<file path="src/hdl/bpp_defs.vh">
`ifndef BPP_DEFS_VH
`define BPP_DEFS_VH

// Command opcodes.
`define BPP_OP_PROG_B1 8'h02
`define BPP_OP_RMW_B1 8'h58
`define BPP_OP_RMW_B2 8'h59

// Address layout: 14-bit page number over an 8-bit byte column, 23-bit logical address.
`define BPP_ADDR_BITS 23
`define BPP_ADDR_BYTES 3
`define BPP_COL_BITS 8
`define BPP_PAGE_LSB 8
`define BPP_PAGE_MSB 21

// Erased array state is all ones.
`define BPP_ERASED_BYTE 8'hff

// Array timing in nanoseconds, converted to mclk cycles in the main module.
`define BPP_CLK_PERIOD_NS 20
`define BPP_PER_BYTE_PROGRAM_TIME_NS 8000
`define BPP_MAX_PROGRAM_TIME_NS 4000000
`define BPP_PAGE_ERASE_TIME_NS 100000

`endif

</file>
<file path="src/hdl/bpp_mem.v">
`timescale 1ns/1ps
`default_nettype none

// Simple synchronous memory with registered read data.
module bpp_mem #(
  parameter AW = 8,
  parameter DW = 8
) (
  // Clock.
  input wire clk,
  // Write port.
  input wire wrEn,
  input wire [AW-1:0] wrAddr,
  input wire [DW-1:0] wrData,
  // Read port.
  input wire [AW-1:0] rdAddr,
  output reg [DW-1:0] rdData
);

  reg [DW-1:0] mem [0:(1<<AW)-1];

  // One write and one registered read per clock.
  always @(posedge clk) begin
    if (wrEn) begin
      mem[wrAddr] <= wrData;
    end
    rdData <= mem[rdAddr];
  end

endmodule // bpp_mem

`default_nettype wire

</file>
<file path="src/hdl/bpp_sequencer.v">
`timescale 1ns/1ps
`default_nettype none
`include "bpp_defs.vh"

// Overview of operation
// Opcode 02h loads buffer 1 then programs up to a page into erased cells.
// After address bytes, data bytes fill buffer 1, wrapping at the buffer end.
// Page bits and byte column form a 23-bit logical address A22 to A0; the page is taken from A21 to A8 and A22 is not decoded.
// For 02h, programming starts when chip select rises after the data.
// For 02h, only bytes that received data are programmed; others keep content.
// Chip select must rise on a byte boundary, else the command is dropped.
// 02h program time is byte count times per-byte time, capped at maximum.
// Opcode 58h uses buffer 1, 59h buffer 2; one to a page of data bytes.
// Read-modify-write data wraps the buffer position at the buffer end.
// Read-modify-write copies page, merges bytes, erases and reprograms the page.
// Read-modify-write with no data bytes performs an automatic page rewrite.
// Read-modify-write reprogramming is self-timed within the maximum program time.
// Any page erase leaves every bit at logic one before programming.
// Device shows busy during self-timed work and ignores new program commands.
module bpp_sequencer #(
  parameter PAGE_BITS = 14,
  parameter COL_BITS = `BPP_COL_BITS,
  parameter [31:0] BYTE_CYC = (`BPP_PER_BYTE_PROGRAM_TIME_NS + `BPP_CLK_PERIOD_NS - 1) / `BPP_CLK_PERIOD_NS,
  parameter [31:0] MAX_CYC = `BPP_MAX_PROGRAM_TIME_NS / `BPP_CLK_PERIOD_NS,
  parameter [31:0] ERASE_CYC = (`BPP_PAGE_ERASE_TIME_NS + `BPP_CLK_PERIOD_NS - 1) / `BPP_CLK_PERIOD_NS
) (
  // Clock and reset.
  input wire mclk,
  input wire sys_rst,
  // Serial link pins, asynchronous to mclk.
  input wire sclk,
  input wire csN,
  input wire sdi,
  // Status toward the host.
  output reg busy_reg,
  output reg abortFlag_reg,
  output reg [`BPP_ADDR_BITS-1:0] lastAddr_reg
);

  localparam ST_IDLE = 3'd0;
  localparam ST_READ = 3'd1;
  localparam ST_ERASE = 3'd2;
  localparam ST_PROG = 3'd3;
  localparam ST_WAIT = 3'd4;
  localparam NBYTE = 1 << COL_BITS;

  // Two-stage synchronisers; logic reads the second stage, and sclk adds a third stage for edge detection.
  reg [2:0] sclkSync_reg;
  reg [1:0] csSync_reg;
  reg [1:0] sdiSync_reg;
  always @(posedge mclk or posedge sys_rst) begin
    if (sys_rst) begin
      sclkSync_reg <= 3'h7;
      csSync_reg <= 2'h3;
      sdiSync_reg <= 2'h0;
    end else begin
      sclkSync_reg <= {sclkSync_reg[1:0], sclk};
      csSync_reg <= {csSync_reg[0], csN};
      sdiSync_reg <= {sdiSync_reg[0], sdi};
    end
  end
  reg csPrev_reg;
  wire csLow = ~csSync_reg[1];
  wire sclkRise = sclkSync_reg[1] & ~sclkSync_reg[2];
  wire csRise = csSync_reg[1] & ~csPrev_reg;

  // Clamp a cycle product to the maximum program time.
  function [31:0] progCycles;
    input [31:0] n;
    reg [31:0] p;
    begin
      p = n * BYTE_CYC;
      progCycles = (p > MAX_CYC) ? MAX_CYC : p;
    end
  endfunction

  // Frame shift state.
  reg [2:0] bitCnt_reg;
  reg [7:0] shift_reg;
  reg [2:0] byteIdx_reg;
  reg [7:0] opcode_reg;
  reg [`BPP_ADDR_BITS-1:0] addr_reg;
  reg [COL_BITS-1:0] col_reg;
  reg [COL_BITS:0] dataCnt_reg;
  reg [NBYTE-1:0] touched_reg;
  reg cmdOk_reg;
  wire [7:0] rxByte = {shift_reg[6:0], sdiSync_reg[1]};
  wire byteDone = csLow & sclkRise & (bitCnt_reg == 3'd7);
  wire inData = (byteIdx_reg == 3'd4);
  wire isProg = (opcode_reg == `BPP_OP_PROG_B1);
  wire isRmw = (opcode_reg == `BPP_OP_RMW_B1) | (opcode_reg == `BPP_OP_RMW_B2);
  wire useBuf2 = (opcode_reg == `BPP_OP_RMW_B2);

  // Sequencer state.
  reg [2:0] state_reg;
  reg [COL_BITS:0] seqCol_reg;
  reg [31:0] timer_reg;
  reg seqBuf2_reg;
  reg seqRmw_reg;
  reg [PAGE_BITS-1:0] seqPage_reg;

  // Buffers, plus the main array modelled as one memory holding every page.
  wire bufWrLoad = byteDone & inData & cmdOk_reg & ~busy_reg;
  wire [COL_BITS-1:0] seqIdx = seqCol_reg[COL_BITS-1:0];
  wire [7:0] b1Q;
  wire [7:0] b2Q;
  wire [7:0] arrQ;
  wire [COL_BITS-1:0] copyIdx = seqIdx - 1'b1;
  wire copyWr = (state_reg == ST_READ) & (seqCol_reg != 0) & ~touched_reg[copyIdx];
  wire b1We = (bufWrLoad & ~useBuf2) | (copyWr & ~seqBuf2_reg);
  wire b2We = (bufWrLoad & useBuf2) | (copyWr & seqBuf2_reg);
  wire [COL_BITS-1:0] bufWa = bufWrLoad ? col_reg : copyIdx;
  wire [7:0] bufWd = bufWrLoad ? rxByte : arrQ;
  wire [7:0] bufQ = seqBuf2_reg ? b2Q : b1Q;
  wire progWr = (state_reg == ST_PROG) & (seqCol_reg != 0) & (seqRmw_reg | touched_reg[copyIdx]);
  wire eraseWr = (state_reg == ST_ERASE) & ~seqCol_reg[COL_BITS];
  wire arrWe = progWr | eraseWr;
  // Program can only clear bits of the pre-erased cell; erase drives ones.
  wire [7:0] arrWd = eraseWr ? `BPP_ERASED_BYTE : (seqRmw_reg ? bufQ : (arrQ & bufQ));
  wire [COL_BITS-1:0] arrWa = eraseWr ? seqIdx : copyIdx;
  wire [PAGE_BITS+COL_BITS-1:0] arrAddrRd = {seqPage_reg, seqIdx};
  wire [PAGE_BITS+COL_BITS-1:0] arrAddrWr = {seqPage_reg, arrWa};

  bpp_mem #(.AW(COL_BITS), .DW(8)) uBuf1 (.clk(mclk), .wrEn(b1We), .wrAddr(bufWa), .wrData(bufWd),
    .rdAddr(seqIdx), .rdData(b1Q));
  bpp_mem #(.AW(COL_BITS), .DW(8)) uBuf2 (.clk(mclk), .wrEn(b2We), .wrAddr(bufWa), .wrData(bufWd),
    .rdAddr(seqIdx), .rdData(b2Q));
  bpp_mem #(.AW(PAGE_BITS + COL_BITS), .DW(8)) uArray (.clk(mclk), .wrEn(arrWe), .wrAddr(arrAddrWr),
    .wrData(arrWd), .rdAddr(arrAddrRd), .rdData(arrQ));

  // Serial receive: opcode, three address bytes, then data into the buffer.
  always @(posedge mclk or posedge sys_rst) begin
    if (sys_rst) begin
      csPrev_reg <= 1'b1;
      bitCnt_reg <= 3'd0;
      shift_reg <= 8'h00;
      byteIdx_reg <= 3'd0;
      opcode_reg <= 8'h00;
      addr_reg <= {`BPP_ADDR_BITS{1'b0}};
      col_reg <= {COL_BITS{1'b0}};
      dataCnt_reg <= {(COL_BITS+1){1'b0}};
      touched_reg <= {NBYTE{1'b0}};
      cmdOk_reg <= 1'b0;
    end else begin
      csPrev_reg <= csSync_reg[1];
      if (!csLow) begin
        bitCnt_reg <= 3'd0;
        byteIdx_reg <= 3'd0;
      end else if (sclkRise) begin
        bitCnt_reg <= bitCnt_reg + 3'd1;
        shift_reg <= rxByte;
        if (bitCnt_reg == 3'd7) begin
          if (byteIdx_reg == 3'd0) begin
            opcode_reg <= rxByte;
            // A command arriving while busy is not accepted.
            cmdOk_reg <= ~busy_reg;
            // A refused frame must not disturb the byte map that a running merge still reads.
            if (!busy_reg) begin
              touched_reg <= {NBYTE{1'b0}};
              dataCnt_reg <= {(COL_BITS+1){1'b0}};
            end
          end else if (!inData) begin
            addr_reg <= {addr_reg[`BPP_ADDR_BITS-9:0], rxByte};
            if (byteIdx_reg == 3'd3) begin
              col_reg <= rxByte[COL_BITS-1:0];
            end
          end else if (bufWrLoad) begin
            // Wrap from the last buffer byte back to the first.
            col_reg <= col_reg + 1'b1;
            touched_reg[col_reg] <= 1'b1;
            if (!dataCnt_reg[COL_BITS]) begin
              dataCnt_reg <= dataCnt_reg + 1'b1;
            end
          end
          if (!inData) begin
            byteIdx_reg <= byteIdx_reg + 3'd1;
          end
        end
      end
    end
  end

  // Self-timed sequencer launched by the rising chip select.
  always @(posedge mclk or posedge sys_rst) begin
    if (sys_rst) begin
      state_reg <= ST_IDLE;
      seqCol_reg <= {(COL_BITS+1){1'b0}};
      timer_reg <= 32'h0;
      seqBuf2_reg <= 1'b0;
      seqRmw_reg <= 1'b0;
      seqPage_reg <= {PAGE_BITS{1'b0}};
      busy_reg <= 1'b0;
      abortFlag_reg <= 1'b0;
      lastAddr_reg <= {`BPP_ADDR_BITS{1'b0}};
    end else begin
      // The interval runs alongside the internal steps, so busy ends when the later of the two is done.
      if (busy_reg && timer_reg > 32'd1) begin
        timer_reg <= timer_reg - 32'd1;
      end
      case (state_reg)
        ST_IDLE: begin
          if (csRise && cmdOk_reg && byteIdx_reg == 3'd4 && (isProg || isRmw)) begin
            if (bitCnt_reg != 3'd0) begin
              abortFlag_reg <= 1'b1;
            end else if (isProg && dataCnt_reg == 0) begin
              abortFlag_reg <= 1'b0;
            end else begin
              abortFlag_reg <= 1'b0;
              busy_reg <= 1'b1;
              seqBuf2_reg <= useBuf2;
              seqRmw_reg <= isRmw;
              seqPage_reg <= addr_reg[`BPP_PAGE_MSB:`BPP_PAGE_LSB];
              // Report the address the host sent, not where the wrapping column pointer ended.
              lastAddr_reg <= addr_reg;
              seqCol_reg <= {(COL_BITS+1){1'b0}};
              // No data bytes turns the merge into a plain page rewrite.
              state_reg <= isRmw ? ST_READ : ST_PROG;
              timer_reg <= isRmw ? MAX_CYC : progCycles({23'h0, dataCnt_reg});
            end
          end
        end
        ST_READ: begin
          seqCol_reg <= seqCol_reg + 1'b1;
          if (seqCol_reg == NBYTE) begin
            seqCol_reg <= {(COL_BITS+1){1'b0}};
            state_reg <= ST_ERASE;
          end
        end
        ST_ERASE: begin
          seqCol_reg <= seqCol_reg + 1'b1;
          if (seqCol_reg == NBYTE) begin
            seqCol_reg <= {(COL_BITS+1){1'b0}};
            state_reg <= ST_PROG;
          end
        end
        ST_PROG: begin
          seqCol_reg <= seqCol_reg + 1'b1;
          if (seqCol_reg == NBYTE) begin
            state_reg <= ST_WAIT;
          end
        end
        ST_WAIT: begin
          // Busy holds until the self-timed interval elapses.
          if (timer_reg <= 32'd1) begin
            busy_reg <= 1'b0;
            state_reg <= ST_IDLE;
          end
        end
        default: begin
          state_reg <= ST_IDLE;
        end
      endcase
    end
  end

endmodule // bpp_sequencer

`default_nettype wire

</file>
<file path="config.mk">
export PLATFORM = sky130hd
export DESIGN_NAME = bpp_sequencer
export DESIGN_NICKNAME = d
export VERILOG_FILES = /design/src/hdl/bpp_mem.v /design/src/hdl/bpp_sequencer.v
export VERILOG_INCLUDE_DIRS = /design/src /design/src/hdl
export SDC_FILE = /design/constraint.sdc
export NUM_CORES = 1
export LEC_CHECK = 0
export BUFFER_PORTS_ARGS = -buffer_cell sky130_fd_sc_hd__clkbuf_2
export CAP_MARGIN = 20
export CORE_ASPECT_RATIO = 1.25
export CORE_MARGIN = 8
export CORE_UTILIZATION = 60
export CTS_CLUSTER_SIZE = 14
export DETAILED_ROUTE_END_ITERATION = 16
export GPL_TIMING_DRIVEN = 0
export HOLD_SLACK_MARGIN = 0.08
export PLACE_DENSITY = 0.84
export SYNTH_ARGS = -nofsm -noshare
export SYNTH_HDL_FRONTEND = slang
export SYNTH_SLANG_ARGS = --single-unit
</file>
<file path="constraint.sdc">
create_clock -name mclk -period 4.9 [get_ports mclk]
set_input_delay 0.245 -clock mclk [delete_from_list [all_inputs] [get_ports mclk]]
set_output_delay 0.245 -clock mclk [all_outputs]
set_load 0.005 [all_outputs]
</file>
==> results of run 1 <==
power groups by stage:
stage / Combinational, mW / Sequential (mW) / Clock [mW]
after global routing: 0.0694 / 1.14 / 1.33
after CTS: 0.0634 / 1.14 / 1.27
after detailed placement: 0.0596 / 1.16 / 0
after floorplan: 0.0447 / 1.15 / 0
final: 0.0616 / 1.14 / 1.27
after global placement: 0.0529 / 1.16 / 0
cell type report:
class                      instances  area (µm²)  area share, %
multi-input combinational        479        3303          42.43
sequential                       131        3286          42.21
clock buffer                      17       425.4          5.464
timing repair buffer              34       212.7          2.732
clock inverter                    15       180.2          2.314
tap                              135       168.9          2.170
inverter                          35       136.4          1.752
buffer                            19       72.57         0.9322
stage by stage:
step	utilization [%]	power (mW)	hold slack (ns)
2_1_floorplan	-	1.191	0.2495
3_3_place_gp	64.12	1.209	0.3341
3_5_place_dp	64.42	1.219	0.3190
4_1_cts	70.24	2.475	0.3589
5_1_grt	70.24	2.541	0.3632
6_report	70.24	2.470	0.3580
routing by layer:
metal,GRT usage (%),vias to the layer above,part of all wire [%]
met5,0,-,0
met1,21.96,2526,41
met4,9.206,0,2.1
li1,-,2424,-
met3,3.862,28,3.4
met2,36.54,88,53
Yosys cell counts, types with 2 or more instances:
cell type | n | share of area (%)
xor2_1 | 18 | 2.3
a31oi_1 | 4 | 0.37
nand2b_1 | 4 | 0.37
nor2b_1 | 4 | 0.37
inv_1 | 35 | 1.9
o2bb2ai_1 | 2 | 0.26
o22ai_1 | 6 | 0.55
nor3_1 | 11 | 0.81
nand2_1 | 109 | 6.0
nor2_1 | 53 | 2.9
or4_1 | 6 | 0.66
dfstp_2 | 6 | 2.3
or3_1 | 9 | 0.83
mux2_2 | 39 | 6.5
o2111ai_1 | 2 | 0.26
o31ai_1 | 8 | 0.88
a21oi_1 | 20 | 1.5
o21ai_1 | 2 | 0.15
o21a_1 | 3 | 0.33
nor4_2 | 2 | 0.37
nor3b_1 | 3 | 0.33
nand3_1 | 15 | 1.1
ha_1 | 46 | 8.5
a221oi_1 | 2 | 0.26
clkbuf_1 | 17 | 0.94
and2_1 | 2 | 0.18
a211oi_1 | 2 | 0.22
and3_1 | 8 | 0.74
nand4_1 | 8 | 0.74
fa_1 | 4 | 1.2
nand4b_1 | 2 | 0.26
dfrtp_1 | 125 | 46
o41ai_1 | 2 | 0.26
mux2i_1 | 3 | 0.44
or2_1 | 3 | 0.28
xnor2_1 | 21 | 2.7
nor4b_1 | 2 | 0.26
o21ai_0 | 23 | 1.7
a2bb2oi_1 | 2 | 0.26
nor4_1 | 10 | 0.92
worst paths after layout:
| path | to | slack, ns |
|---|---|---|
| max | timer_reg[4]$_DFF_PP0_ | 1.05 |
| min | sclkSync_reg[1]$_DFF_PP1_ | 0.36 |
| max reg2reg | timer_reg[4]$_DFF_PP0_ | 1.05 |
| min reg2reg | sclkSync_reg[1]$_DFF_PP1_ | 0.36 |
| max in group asynchronous | csSync_reg[0]$_DFF_PP1_ | 3.72 |
| min in group asynchronous | lastAddr_reg[21]$_DFFE_PP0P_ | 0.41 |
critical path, delay by kind of cell (launching register included):
family | cells | cell delay (ns)
AOI/OAI and AO/OA | 5 | 1.56
adders and majority gates | 4 | 1.28
buffers and inverters | 1 | 0.19
DFF | 1 | 0.42
and+or+nand+nor | 2 | 0.25
kinds of logic (layout without fill, tap and decap cells):
logic type / Yosys count / in the layout
buffers and inverters: 54 / 120
AO/OA/AOI/OAI: 88 / 88
XOR/XNOR: 39 / 39
flip-flops: 131 / 131
adder cells (fa/ha/maj): 51 / 51
multiplexers: 42 / 42
AND/OR/NAND/NOR: 259 / 259
==> flow_summary.ini, run 1 <==
[status]
outcome = finished clean

[detailed_routing]
vias = 5066
drt_iter0_drc = 246
firstDrtPassIters = 4
vias_per_cell = 5.857
wl_per_cell_um = 17.01
drtAntennaViolNets = 0
drc = 0
routed_wl_mm = 14.71

[finish]
drive_above_1_share_pct = 16.16
layout.nets = 772
antenna_cells = 0
finish.instance_area_mm2 = 0.007785
final_common_cell = dfrtp_1
areaGrowthSynthToFinish_pct = 14.61
fin_cells = 865
largest_reg_flops = 32
mostFrequentLayoutCells = dfrtp_1 (125), nand2_1 (109), nor2_1 (53), ha_1 (46), mux2_2 (39)
fillers = 776

[synthesis]
synth_xor_area_share_pct = 5.029
synth_top_family_by_area = simple AND/OR/NAND/NOR gates
synthFlopType = dfrtp_1
synth_edf_count = 0
yosys.area_share.simple_pct = 18.59
synth-async-reset-ratio_pct = 100.0
synth_area_per_cell_um2 = 10.23
synthAdderAreaFrac_pct = 9.799
syn_inst = 664
synthDistinctLibCells = 61
muxShareOfSynthArea_pct = 6.907
ys_ff_latch = 131
yosysSeqAreaShare_pct = 48.37
synth_area_mm2 = 0.006793
yosys_warnings = 0
synth_nets = 719
synth_compound_area_share_pct = 8.307

[sta]
min_period_over_period_pct = 78.49
fin_ws_ns = 1.054
worstMarginPinSlew_ns = 0.9315
finalSetupViolations = 0
slew-limit-headroom_pct = 37.37
fin_tns_setup_ns = 0
rsz0062_at_grt = false
drv_slew = 0
finalHoldViolations = 0
min_period_ns = 3.846
fin_skew_ns = 0.01035
fmax_mhz = 260.0

[setup_path]
crit_chain = inv_1 -> ha_1 -> ha_1 -> fa_1 -> ha_1 -> a211oi_1 -> o21bai_1 -> a2111o_1 -> nand3_1 -> nand4b_1 -> a2bb2oi_1 -> o22ai_1
startpoint = dataCnt_reg[2]$_DFFE_PP0P_
worstPathRequired_ns = 5.18
crit_path_frequent_cell = ha_1
slowest_stage = a2111o_1
regToRegStartpoint = dataCnt_reg[2]$_DFFE_PP0P_
arrival_ns = 4.13
max_stage_delay_ns = 0.48
crit_type = reg -> reg
crit_fanout = 5
cp-start-kind = flop
cp-end-kind = flop
reg2reg_depth = 12

[placed_design]
dp_hpwl_mm = 10.36
placed_cells = 829
post-place-ws_ns = 1.089
io_buffers = 29
gp_congestion = 0.8800
placed_cell_area_mm2 = 0.007139

[clock_tree]
cts_tree = yes
cts_hold_buf = 4
path_clk_slew_ns = 0.06
root_buffer = clkbuf_16
cts_resized = 0
post-cts-setup-buffers = 0
cts_num_sinks = 131
cts.path.max_buffers = 2
cts_buffers = 17
clkLatencyLatePin_ns = 0.43
cts_htree_levels = 4

[global_route]
grt_overflow = 0
grt_pass1_vias = 5316
grt_pass1_wl_mm = 24.93
grt_start_max_net_pins = 78
gr-usage-all-layers_pct = 20.05
antenna_found_initial = 0

[worst_hold_path]
hold_class = reg -> reg
holdPathStages = 0
hp-start = sclkSync_reg[0]$_DFF_PP1_

[power]
p_sw_share_pct = 25.97
pwr-share-comb_pct = 2.5
p_seq_share_pct = 46.2
p_int_mw = 1.829
power.switching_uw = 641.5
p_leak_nw = 3.937
power_density_mw_per_mm2 = 317.3
power.share.clock_pct = 51.3
ir_worst_vdd_mv = 0.2417

[floorplanning]
ioPinCount = 30
die_height_um = 135.0
initial_core_util_pct = 61.29
die_area_mm2 = 0.01500
rows = 43
core_area_mm2 = 0.01108
die-width_um = 111.2

[run]
maxCapViolCount = 0
No activity file was read; power rests on OpenSTA's default activity.
==> inputs of run 2 (changes only) <==
- clock period: 4.9 -> 3.65 ns (I/O delays scaled with it)
==> flow_summary.ini, run 2 (synthesis gave the netlist of run 1 again) <==
[status]
outcome = finished clean

[floorplanning]
initial_core_util_pct = 61.29
core_area_mm2 = 0.01108
ioPinCount = 30
rows = 43
die_height_um = 135.0
die-width_um = 111.2
die_area_mm2 = 0.01500

[finish]
fin_cells = 873
areaGrowthSynthToFinish_pct = 17.52
layout.nets = 780
antenna_cells = 0
mostFrequentLayoutCells = dfrtp_1 (122), nand2_1 (109), nor2_1 (53), ha_1 (40), mux2_2 (39)
drive_above_1_share_pct = 19.51
finish.instance_area_mm2 = 0.007983
largest_reg_flops = 32
final_common_cell = dfrtp_1

[clock_tree]
clkLatencyLatePin_ns = 0.42
cts_tree = yes
root_buffer = clkbuf_16
path_clk_slew_ns = 0.07
cts_buffers = 17
cts_htree_levels = 4
cts_num_sinks = 131
cts.path.max_buffers = 2

[run]
maxCapViolCount = 0

[placed_design]
gp_congestion = 0.8799
placed_cell_area_mm2 = 0.007171
dp_hpwl_mm = 10.46
io_buffers = 29
placed_cells = 831

[worst_hold_path]
hold_class = in -> async

[sta]
min_period_ns = 3.610
finalHoldViolations = 0
min_period_over_period_pct = 98.89
drv_slew = 0
slew-limit-headroom_pct = 39.19
fin_skew_ns = 0.01209
worstMarginPinSlew_ns = 0.9045
finalSetupViolations = 0
fin_tns_setup_ns = 0
fmax_mhz = 277.0

[global_route]
grt_overflow = 0
grt_pass1_wl_mm = 24.91
antenna_found_initial = 0
gr-usage-all-layers_pct = 20.19
grt_pass1_vias = 5257
grt_start_max_net_pins = 46

[power]
ir_worst_vdd_mv = 0.4799
power.share.clock_pct = 51.1
p_sw_share_pct = 25.47
p_seq_share_pct = 46.3
p_leak_nw = 3.980
p_int_mw = 2.460
power_density_mw_per_mm2 = 413.4
pwr-share-comb_pct = 2.6
power.switching_uw = 840.5

[setup_path]
crit_type = reg -> reg
crit_fanout = 4
cp-start-kind = flop
worstPathRequired_ns = 3.93
cp-end-kind = flop
r2r-end = timer_reg[8]$_DFF_PP0_
arrival_ns = 3.89
reg2reg_slack_ns = 0.04
regToRegStartpoint = dataCnt_reg[2]$_DFFE_PP0P_
reg2reg_depth = 13

[detailed_routing]
drc = 0
drtAntennaViolNets = 0
wl_per_cell_um = 17.34
vias = 5179
vias_per_cell = 5.932
routed_wl_mm = 15.14
firstDrtPassIters = 5
drt_iter0_drc = 319
==> run 2: cell count changes in the layout (fill, tap and decap cells not counted), moves of 2 or more <==
cell     change
dfrtp_1      -3
buf_4        +6
ha_4         +4
ha_2         +2
inv_6        -2
dfrtp_2      +3
o21ai_0      -2
buf_12       +3
o21ai_1      +2
ha_1         -6
inv_8        +2
==> run 2: metal layers <==
layer | vias up | GRT usage, % | wire length (µm) | share of wire [%]
met5 | - | 0 | 0 | 0
li1 | 2441 | - | - | -
met1 | 2578 | 21.98 | 6119 | 40
met3 | 45 | 3.329 | 423 | 2.8
met4 | 0 | 10.24 | 473 | 3.1
met2 | 115 | 36.94 | 8124 | 54
==> run 2: critical path, stage by stage, from the launching register on <==
cell       delay [ns]
dfrtp_1          0.43
buf_4            0.16
ha_1             0.27
ha_2             0.26
ha_1             0.35
ha_4             0.28
a211oi_4         0.31
buf_4            0.17
nor3_2           0.05
o41ai_2          0.30
xor2_1           0.25
nand4_1          0.23
a2bb2oi_2        0.26
a2bb2oi_1        0.16
==> run 2: power by group through the flow <==
stage	combinational [mW]	sequential [mW]	clock, mW
5_1_grt	0.0965	1.53	1.77
2_1_floorplan	0.0603	1.54	0
3_3_place_gp	0.0717	1.55	0
4_1_cts	0.0875	1.53	1.71
3_5_place_dp	0.0848	1.55	0
6_report	0.0853	1.53	1.69
==> run 2: cell type report <==
type | count | area [µm²]
Inverter | 35 | 135.1
Sequential cell | 131 | 3289
Clock buffer | 17 | 425.4
Buffer | 19 | 72.57
Clock inverter | 15 | 177.7
Multi-Input combinational cell | 479 | 3423
Tap cell | 135 | 168.9
Timing Repair Buffer | 42 | 290.3
Fill cell | 743 | 3100
==> run 2: worst max-delay path by stage <==
| stage | start | end | cells past startpoint |
|---|---|---|---|
| floorplan | dataCnt_reg[2]$_DFFE_PP0P_ | timer_reg[4]$_DFF_PP0_ | 12 |
| global placement | dataCnt_reg[2]$_DFFE_PP0P_ | timer_reg[9]$_DFF_PP0_ | 12 |
| detailed placement | dataCnt_reg[2]$_DFFE_PP0P_ | timer_reg[9]$_DFF_PP0_ | 12 |
| CTS | dataCnt_reg[4]$_DFFE_PP0P_ | timer_reg[11]$_DFF_PP0_ | 13 |
| global route | dataCnt_reg[2]$_DFFE_PP0P_ | timer_reg[8]$_DFF_PP0_ | 13 |
| finish | dataCnt_reg[2]$_DFFE_PP0P_ | timer_reg[8]$_DFF_PP0_ | 13 |
==> run 2: per-stage QoR <==
step	hold slack, ns	power, mW	setup WS (ns)	util, %
2_1_floorplan	0.1870	1.599	0.2921	-
3_3_place_gp	0.2717	1.623	-0.04304	64.16
3_5_place_dp	0.2403	1.639	-0.1293	64.70
4_1_cts	0.3515	3.322	-0.01354	70.66
5_1_grt	0.3636	3.400	-0.06547	72.03
6_report	0.3471	3.300	0.04033	72.03
==> run 2: repair_timing <==
item	CTS	global route
hold endpoints to repair	45	0
setup endpoints to repair	9	12
gates resized for setup	3	20
pin swaps	0	11
setup buffers	0	6
hold buffers	4	0
==> inputs of run 3 (changes only) <==
- ABC_AREA: default -> 1
- PLACE_DENSITY: 0.84 -> default
- PLACE_DENSITY_LB_ADDON: default -> 0.08
==> flow_summary.ini, run 3 <==
[synthesis]
synthFlopType = dfrtp_1
synth_edf_count = 0
synth_area_per_cell_um2 = 7.607
yosys_warnings = 0
synth_area_mm2 = 0.007538
synthDistinctLibCells = 40
yosys.cell_count.top_type = nand2_1
synth_area_leader_cell = dfrtp_1
ys_top_cells_by_count = nand2_1 (279), inv_1 (143), dfrtp_1 (125)
syn_inst = 991
synth_nets = 1046
yosysSeqAreaShare_pct = 43.59
synth-async-reset-ratio_pct = 100.0
ys_ff_latch = 131
yosys.area.top_type_share_pct = 41.49
synthTopCellsByArea = dfrtp_1 (41%), nand2_1 (14%), ha_1 (7.6%), inv_1 (7.1%), nor2_1 (5.8%)

[floorplanning]
rows = 46
ioPinCount = 30
initial_core_util_pct = 60.36
die_height_um = 141.3
core_area_mm2 = 0.01249
die_area_mm2 = 0.01643
die-width_um = 116.3

[placed_design]
io_buffers = 29
gp_congestion = 0.9017
post-place-ws_ns = 0.3623
placed_cells = 1191
placed_cell_area_mm2 = 0.007958
dp_hpwl_mm = 12.34

[detailed_routing]
vias = 6248
drtAntennaViolNets = 0
drt_iter0_drc = 272
firstDrtPassIters = 5
drc = 0
wl_per_cell_um = 13.26
vias_per_cell = 5.092
routed_wl_mm = 16.26

[run]
maxCapViolCount = 0

[clock_tree]
clkLatencyLatePin_ns = 0.43
cts_tree = yes
path_clk_slew_ns = 0.06
cts_buffers = 17
cts.path.max_buffers = 2
post-cts-setup-buffers = 0
cts_htree_levels = 4
cts_num_sinks = 131
root_buffer = clkbuf_16

[power]
ir_worst_vdd_mv = 0.4041
power_density_mw_per_mm2 = 384.5
p_leak_nw = 4.773
power.switching_uw = 756.1
p_sw_share_pct = 22.89
p_int_mw = 2.548
pwr-share-comb_pct = 3.4
power_mw = 3.304
power.share.clock_pct = 51.3
p_seq_share_pct = 45.3

[setup_path]
crit_fanout = 10
cp-end-kind = flop
cp-start-kind = flop
arrival_ns = 3.53
crit_chain = inv_1 -> ha_1 -> ha_1 -> inv_1 -> fa_1 -> inv_1 -> ha_1 -> nand2_1 -> inv_1 -> nand3_1 -> nand2_1 -> nand2_1 -> nand2_1 -> nand2_1 -> nand2_1 -> nor2_1 -> nand2_2 -> nand2_1 -> nand2_1
max_stage_delay_ns = 0.49
crit_type = reg -> reg
crit_path_frequent_cell = nand2_1
r2r-end = timer_reg[9]$_DFF_PP0_
slowest_stage = fa_1
cp_num_cells = 19
regToRegStartpoint = dataCnt_reg[4]$_DFFE_PP0P_
worstPathRequired_ns = 3.95
reg2reg_slack_ns = 0.43
crit_end = timer_reg[9]$_DFF_PP0_
cp_top_family = adder cells
reg2reg_depth = 19
path_buf_inv = 4
startpoint = dataCnt_reg[4]$_DFFE_PP0P_

[sta]
fin_skew_ns = 0.01089
worst_hold_slack_ns = 0.2980
fmax_mhz = 310.4
finalSetupViolations = 0
min_period_over_period_pct = 88.27
min_period_ns = 3.222
drv_slew = 0
worstMarginPinSlew_ns = 0.5490
rsz0062_at_grt = false
fin_ws_ns = 0.4280
fin_tns_setup_ns = 0
slew-limit-headroom_pct = 63.40
finalHoldViolations = 0

[finish]
layout.nets = 1101
areaGrowthSynthToFinish_pct = 13.99
fin_util_pct = 68.80
fin_cells = 1227
antenna_cells = 0
drive_above_1_share_pct = 10.01
finish.instance_area_mm2 = 0.008593
mostFrequentLayoutCells = nand2_1 (278), inv_1 (142), dfrtp_1 (125), nor2_1 (116), o21ai_0 (70)
final_common_cell = nand2_1
largest_reg_flops = 32

[status]
outcome = finished clean

[worst_hold_path]
hold_class = in -> async

[global_route]
grt_overflow = 0
grt_pass1_wl_mm = 28.40
grt_start_max_net_pins = 43
antenna_found_initial = 0
gr-usage-all-layers_pct = 21.79
grt_pass1_vias = 6222
-- run 3: cell count changes in the layout (fill, tap and decap cells not counted), moves of 9 or more --
cell	previous run	this run
nand3_1	15	61
o21ai_1	4	15
mux2_2	39	0
nor2_1	53	116
nand2_1	109	278
xnor2_1	21	5
o21ai_0	21	70
clkbuf_1	17	8
inv_1	33	142
or3_1	9	0
-- run 3: final cells by class --
cell class | instances | area, µm²
Buffer | 20 | 107.6
Clock buffer | 19 | 442.9
Clock inverter | 13 | 150.1
Fill cell | 1066 | 3896
Inverter | 145 | 550.5
Multi-Input combinational cell | 695 | 3601
Sequential cell | 131 | 3286
Tap cell | 168 | 210.2
Timing Repair Buffer | 36 | 245.2
-- run 3: per-layer routing --
metal	wire (µm)	vias to the layer above	share of wire [%]	global-route usage [%]
met3	499	42	3.1	4.041
li1	-	3224	-	-
met2	8160	88	50	37.26
met5	0	-	0	0
met1	7026	2894	43	25.33
met4	577	0	3.5	11.23
-- run 3: cell families (layout without fill, tap and decap cells) --
group	Yosys count	after routing	share of synthesized area, %
xor+xnor	23	23	2.672
fa+ha+maj	50	50	8.697
flops	131	131	43.59
compound gates	119	119	8.399
buf+inv	165	233	8.680
simple gates	503	503	27.97
-- run 3: worst reg2reg max path, delay by kind of cell, from the launching register on --
kind	cells	cell delay, ns
buffers and inverters	4	0.22
DFF	1	0.42
and+or+nand+nor	11	1.03
adders and majority gates	4	1.42
-- run 3: how the worst min path moves through the flow --
stage | end | slack (ns) | cells after the start
5_1_grt | lastAddr_reg[20]$_DFFE_PP0P_ | 0.30 | 3
6_report | timer_reg[28]$_DFF_PP0_ | 0.30 | 3
4_1_cts | lastAddr_reg[20]$_DFFE_PP0P_ | 0.27 | 3
2_1_floorplan | csSync_reg[0]$_DFF_PP1_ | 0.19 | 0
3_3_place_gp | csSync_reg[0]$_DFF_PP1_ | 0.27 | 1
3_5_place_dp | timer_reg[28]$_DFF_PP0_ | 0.16 | 2
-- run 3: power groups by stage --
| stage | Combinational [mW] | Sequential [mW] | Clock (mW) |
|---|---|---|---|
| CTS | 0.115 | 1.50 | 1.72 |
| floorplan | 0.0738 | 1.52 | 0 |
| global placement | 0.103 | 1.52 | 0 |
| detailed placement | 0.110 | 1.52 | 0 |
| global route | 0.130 | 1.50 | 1.78 |
| finish | 0.112 | 1.50 | 1.69 |
-- run 3: what timing repair did --
item	4_1_cts	5_1_grt
endpoints found under the setup margin	0	2
gates resized for setup	0	1
hold buffers	4	0
endpoints found under the hold margin	93	0
